## config.mk

```make
export PLATFORM = sky130hd
export DESIGN_NAME = ppsf_status_flags
export DESIGN_NICKNAME = d
export VERILOG_FILES = /design/src/rtl/ppsf_pkg.sv /design/src/rtl/ppsf_status_flags.sv
export SDC_FILE = /design/constraint.sdc
export NUM_CORES = 1
export LEC_CHECK = 0
export BUFFER_PORTS_ARGS = -buffer_cell sky130_fd_sc_hd__buf_2
export CORE_MARGIN = 2
export CORE_UTILIZATION = 38
export CTS_CLUSTER_DIAMETER = 100
export DETAILED_ROUTE_END_ITERATION = 12
export PLACE_DENSITY = 0.87
export SLEW_MARGIN = 5
export SYNTH_ARGS = -nofsm -noshare
export SYNTH_HDL_FRONTEND = slang
export SYNTH_SLANG_ARGS = --single-unit
export TNS_END_PERCENT = 100
```

## constraint.sdc

```tcl
create_clock -name pclk -period 4.1 [get_ports pclk]
set_clock_uncertainty 0.15 [all_clocks]
set_input_delay 0.82 -clock pclk [delete_from_list [all_inputs] [get_ports pclk]]
set_output_delay 0.82 -clock pclk [all_outputs]
set_load 0.01 [all_outputs]
```

## src/rtl/ppsf_pkg.sv

```systemverilog
// Package for the port power status flag bank.
// Assumes a 32-bit APB slave on a single 25 MHz clock.
package ppsf_pkg;

    // ****************************************
    // Register map (byte addresses)
    // ****************************************
    localparam logic [7:0] PPSF_ADDR_P2_INT_STAT = 8'h04;
    localparam logic [7:0] PPSF_ADDR_P1_GEN_STAT = 8'h08;
    localparam logic [7:0] PPSF_ADDR_CONTROL     = 8'h10;
    localparam logic [7:0] PPSF_ADDR_ERROR       = 8'h14;

    // ****************************************
    // Field positions
    // ****************************************
    localparam int PPSF_BIT_OVC        = 0;  // Port 2 interrupt status
    localparam int PPSF_BIT_RATION     = 7;  // Port 1 general status
    localparam int PPSF_BIT_CC         = 4;
    localparam int PPSF_BIT_PWR        = 3;
    localparam int PPSF_BIT_RESTART    = 0;  // Control
    localparam int PPSF_BIT_RATION_EN  = 1;
    localparam int PPSF_BIT_OVERRIDE   = 2;
    localparam int PPSF_BIT_ERR        = 0;  // Error register

    localparam logic [31:0] PPSF_ZERO_WORD = 32'h0000_0000;

    // Software control bits
    typedef struct packed {
        logic ration_enable;
        logic power_override;
    } ppsf_ctrl_type;

    localparam ppsf_ctrl_type PPSF_CTRL_RESET = '{1'b0, 1'b0};

endpackage

```

## src/rtl/ppsf_status_flags.sv

```systemverilog
// Port power status flags: port 2 overcurrent flag, port 2 error flag
// and alert, and the port 1 general status register, behind APB.
// Assumes comparator and rationing inputs come from pclk logic; the
// power enable pin is asynchronous and is synchronised here.
//
// Contract
// The overcurrent flag sets when bus current exceeds both the limit and the minimum threshold.
// A read clears the overcurrent flag only once the condition is gone, and clearing the error flag clears it too.
// Setting the overcurrent flag asserts the active-low alert and enters the error state.
// The alert output is not derived from the error flag and may change on its own.
// Bit 7 of the port 1 status reads 1 once the programmed charge has been delivered.
// The ration done flag clears on read, on ration restart, or when rationing is disabled.
// Bit 4 of the port 1 status reads 1 while port 1 is in constant-current mode.
// Bit 3 of the port 1 status is the OR of the power enable pin and the override bit.
// A set condition present in the cycle of a clearing read wins, so the flag stays 1.
//
// Register access over APB was decided locally.
`timescale 1ns/1ns
module ppsf_status_flags
    import ppsf_pkg::*;
(
    input  wire logic        pclk,
    input  wire logic        presetn,
    input  wire logic        psel,
    input  wire logic        penable,
    input  wire logic        pwrite,
    input  wire logic [7:0]  paddr,
    input  wire logic [31:0] pwdata,
    output logic      [31:0] prdata,
    output logic             pready,
    output logic             pslverr,
    input  wire logic        port2_over_limit,
    input  wire logic        port2_over_min,
    input  wire logic        port1_ration_reached,
    input  wire logic        port1_constant_current,
    input  wire logic        port1_power_enable_pin,
    output logic             port2_alert_n,
    output logic             port2_error_state,
    output logic             port1_ration_restart
);

    // ****************************************
    // Bus decode
    // ****************************************
    logic        access;
    logic        rd_access;
    logic        wr_access;
    logic        addr_hit;
    logic        setup;

    // Slave never stalls; answer comes in the first access cycle
    assign pready    = 1'b1;
    assign access    = psel & penable;
    assign setup     = psel & ~penable;
    assign rd_access = access & ~pwrite;
    assign wr_access = access & pwrite;
    assign addr_hit  = (paddr == PPSF_ADDR_P2_INT_STAT) |
                       (paddr == PPSF_ADDR_P1_GEN_STAT) |
                       (paddr == PPSF_ADDR_CONTROL) |
                       (paddr == PPSF_ADDR_ERROR);
    assign pslverr   = access & ~addr_hit;

    // ****************************************
    // State
    // ****************************************
    logic          pin_meta_q;
    logic          pin_sync_q;
    logic          pin_sync_d;
    logic          ovc_q;
    logic          ovc_d;
    logic          err_q;
    logic          err_d;
    logic          alert_n_q;
    logic          alert_n_d;
    logic          ration_q;
    logic          ration_d;
    logic          restart_q;
    logic          restart_d;
    ppsf_ctrl_type ctrl_q;
    ppsf_ctrl_type ctrl_d;
    logic [31:0]   rdata_q;
    logic [31:0]   rdata_d;
    logic          ovc_cond;
    logic          ovc_rd;
    logic          ration_rd;
    logic          err_clr;
    logic          ctrl_wr;

    assign ovc_cond  = port2_over_limit & port2_over_min;
    assign ovc_rd    = rd_access & (paddr == PPSF_ADDR_P2_INT_STAT);
    assign ration_rd = rd_access & (paddr == PPSF_ADDR_P1_GEN_STAT);
    assign ctrl_wr   = wr_access & (paddr == PPSF_ADDR_CONTROL);
    assign err_clr   = wr_access & (paddr == PPSF_ADDR_ERROR) &
                       pwdata[PPSF_BIT_ERR];

    // Next-state for flags, control and read data
    always_comb begin
        pin_sync_d = pin_meta_q;
        // Condition still present keeps the flag set over any clear
        ovc_d      = ovc_cond | (ovc_q & ~ovc_rd & ~err_clr);
        // Error state entered with the flag, left only by software
        err_d      = (ovc_cond & ~ovc_q) | (err_q & ~err_clr);
        // Alert follows the overcurrent flag, not the error flag
        alert_n_d  = ~ovc_d;
        ration_d   = port1_ration_reached |
                     (ration_q & ~ration_rd & ~restart_q &
                      ctrl_q.ration_enable);
        ctrl_d     = ctrl_q;
        restart_d  = 1'b0;
        if (ctrl_wr) begin
            ctrl_d.ration_enable  = pwdata[PPSF_BIT_RATION_EN];
            ctrl_d.power_override = pwdata[PPSF_BIT_OVERRIDE];
            restart_d             = pwdata[PPSF_BIT_RESTART];
        end
        rdata_d = rdata_q;
        if (setup) begin
            rdata_d = PPSF_ZERO_WORD;
            unique case (paddr)
                PPSF_ADDR_P2_INT_STAT: begin
                    rdata_d[PPSF_BIT_OVC] = ovc_q;
                end
                PPSF_ADDR_P1_GEN_STAT: begin
                    rdata_d[PPSF_BIT_RATION] = ration_q;
                    rdata_d[PPSF_BIT_CC]     = port1_constant_current;
                    rdata_d[PPSF_BIT_PWR]    = pin_sync_q |
                                               ctrl_q.power_override;
                end
                PPSF_ADDR_CONTROL: begin
                    rdata_d[PPSF_BIT_RATION_EN] = ctrl_q.ration_enable;
                    rdata_d[PPSF_BIT_OVERRIDE]  = ctrl_q.power_override;
                end
                PPSF_ADDR_ERROR: begin
                    rdata_d[PPSF_BIT_ERR] = err_q;
                end
                default: begin
                    rdata_d = PPSF_ZERO_WORD;
                end
            endcase
        end
    end

    // Registers; pin passes two flops before any logic sees it
    always_ff @(posedge pclk or negedge presetn) begin
        if (!presetn) begin
            pin_meta_q <= 1'b0;
            pin_sync_q <= 1'b0;
            ovc_q      <= 1'b0;
            err_q      <= 1'b0;
            alert_n_q  <= 1'b1;
            ration_q   <= 1'b0;
            restart_q  <= 1'b0;
            ctrl_q     <= PPSF_CTRL_RESET;
            rdata_q    <= PPSF_ZERO_WORD;
        end else begin
            pin_meta_q <= port1_power_enable_pin;
            pin_sync_q <= pin_sync_d;
            ovc_q      <= ovc_d;
            err_q      <= err_d;
            alert_n_q  <= alert_n_d;
            ration_q   <= ration_d;
            restart_q  <= restart_d;
            ctrl_q     <= ctrl_d;
            rdata_q    <= rdata_d;
        end
    end

    assign prdata               = rdata_q;
    assign port2_alert_n        = alert_n_q;
    assign port2_error_state    = err_q;
    assign port1_ration_restart = restart_q;
endmodule

```

==> run_results.csv <==
group,metric,value,unit
run_status,status,"complete, no violations",
critical_path,critical_path_class,"in2out",
finish,final_util,44.93,%
place,dpl.hpwl,1364,microns
timing,setup_tns,0,ns
grt,grtUsageTotal,12.85,%
die,rows,17,
clock_tree,cts_buffers,3,
yosys,synth.most_common_cell,"buf_4",
clock_tree,cts_buffer_depth,2,
critical_path,cp-end-kind,"output pin",
yosys,netlist_instances,97,
timing,finalMaxSlewViolations,0,
yosys,synth-main-ff-cell,"dfrtp_1",
timing,worst_pin_slew,0.5445,ns
route,dr.pass1.iters,4,
timing,period_needed,2.892,ns
critical_path,critPathArrivalTime,1.92,ns
power_and_ir_drop,power_density,276.1,nW/um^2
route,ant_nets,0,
critical_path,path_cells,"buf_2 -> or4b_1 -> nor4_1 -> nor3_1 -> buf_2",
critical_path,cp-start-kind,"input port",
place,io_buffers,30,
critical_path,critPathRequiredTime,3.13,ns
timing,slew-limit-headroom,63.19,%
critical_path,path_max_fanout,3,
clock_tree,cts_tree,"built",
die,core,2233,sq um
yosys,syn_area_per_cell,9.313,sq um
clock_tree,cts.sinks,15,
timing,fmax,0.3458,GHz
finish,fin_nets,179,
place,gp_routability_congestion,0.7815,
clock_tree,root_buffer,"clkbuf_4",
min_path,hold_path_class,"reg2reg",
route,remaining_drc_errors,0,
die,ioPinCount,87,
power_and_ir_drop,p_leak,0.0005317,uW
finish,area_growth,11.08,%
die,die-height,52.76,microns
die,fp.dieW,52.76,microns
grt,grt_pass1_vias,641,
yosys,syn_area,903.4,sq um
yosys,synth_top_cell_area_share,38.78,%
finish,antenna_cells,0,
yosys,ys_ff_latch,15,
clock_tree,clk_pin_slew,0.09,ns
grt,antenna_found_initial,0,
clock_tree,cts_setup_buffers,0,
critical_path,path_common_cell,"buf_2",
yosys,synth_cell_types,29,
clock_tree,cts_hold_buffers,0,
place,placedCellCount,152,
critical_path,cp_slowest_stage_delay,0.58,ns
timing,setup_viol,0,
finish,final_layout_size_suffix_gt1_share,31.25,%
route,wirelength,1659,microns
yosys,ys_seq_area_share,41.69,%
route,vias_per_cell,4.423,
clock_tree,post_cts_resized,0,
power_and_ir_drop,ir_drop,0.1495,mV
timing,period_share,70.53,%
route,post_drt_wl_per_cell,10.63,microns
die,initial_core_util,40.45,%
clock_tree,clkLatencyLatePin,0.28,ns
yosys,yosys.area.top_type,"dfrtp_1",
grt,grt_pass1_wl,2649,microns
yosys,synth.top_cells.by_count,"buf_4 (27), nand2_1 (15), dfrtp_1 (14), o21ai_0 (5)",
route,drt_iter0_drc,9,
finish,instances_no_fill,156,
route,num_vias,690,
yosys,synth_edf_count,0,
critical_path,worst-path-buf-inv,2,
timing,grt_setup_unrepaired,"no",
grt,grt_start_max_net_pins,16,
die,dieArea,2783,sq um
yosys,synth_area_leaders,"dfrtp_1 (39%), buf_4 (22%), nand2_1 (6.2%)",
grt,overflow,0,
yosys,async_flop_share,100.0,%
critical_path,crit_family,"simple AND/OR/NAND/NOR gates",
critical_path,slowest_stage,"or4b_1",
clock_tree,h-tree-depth,1,
yosys,yosys_warnings,0,
timing,final_hold_viol_count,0,
run,cap_violations,0,
final timing paths:
| kind | startpoint | end | slack, ns | cells after the start |
|---|---|---|---|---|
| hold / removal | pin_meta_q | pin_sync_q | 0.22 | 0 |
| hold reg to reg | pin_meta_q | pin_sync_q | 0.22 | 0 |
| min in group asynchronous | presetn | prdata[0] | 0.27 | 1 |
| setup / recovery | paddr[5] | pslverr | 1.21 | 5 |
| max in group asynchronous | presetn | port2_alert_n | 3.23 | 1 |
| setup reg to reg | ovc_q | prdata[0] | 3.10 | 3 |
final cells by class:
type                       instances  area (sq um)
timing repair buffer              30         150.1
clock inverter                     1         5.005
multi-input combinational         76         402.9
inverter                           3         11.26
fill                             233          1230
tap                               28         35.03
clock buffer                       3         22.52
sequential                        15         376.6
registers in the layout, indices dropped and copies added (netlist names):
name	count
ovc_q	1
ctrl_q	2
ration_q	1
pin_sync_q	1
port1_ration_restart	1
port2_error_state	1
port2_alert_n	1
pin_meta_q	1
prdata	6
stage by stage:
step	cell area, sq um	hold WS, ns	worst slack [ns]	power [uW]
5_1_grt	1003	0.2345	1.078	293.2
4_1_cts	1003	0.2235	1.206	281.9
3_3_place_gp	975.9	0.1833	1.233	193.9
6_report	1003	0.2158	1.208	277.1
3_5_place_dp	975.9	0.2011	1.208	195.5
2_1_floorplan	997.2	0.1812	1.480	195.5
cells by family (layout without fill, tap and decap cells):
group                  count (synthesis)  in the layout  synth area share [%]
AOI/OAI and AO/OA                     13             13                 9.972
other                                  2             27                0.8313
muxes                                  2              2                 2.493
DFF                                   15             15                 41.69
and+or+nand+nor                       34             34                 20.92
buffers and inverters                 31             37                 24.10
routing by layer:
layer | routed length [microns] | vias up | part of all wire, % | global-route usage, %
met5 | 0 | - | 0 | 0
met4 | 0 | 0 | 0 | 3.846
met3 | 119 | 0 | 7.2 | 2.857
met2 | 864 | 31 | 52 | 22.71
met1 | 675 | 318 | 41 | 15.36
li1 | - | 341 | - | -
cells in the final DEF, fill, tap and decap left out, types with 2 or more instances in the layout:
cell type,instances
mux2_2,2
o21ai_0,5
nor4_1,2
nand2_1,15
nor2_1,2
inv_1,3
dfrtp_1,14
nor3_1,2
or4b_1,3
conb_1,27
buf_2,30
o31ai_1,3
clkbuf_4,3
power breakdown:
part / leakage [uW] / internal, uW / switching (uW)
clock network: 0.0000177 / 36.2 / 48.1
registers: 0.000191 / 151 / 1.75
logic: 0.000323 / 12.8 / 27.3
total: 0.000532 / 200 / 77.2
(Power assumes the default switching activity.)
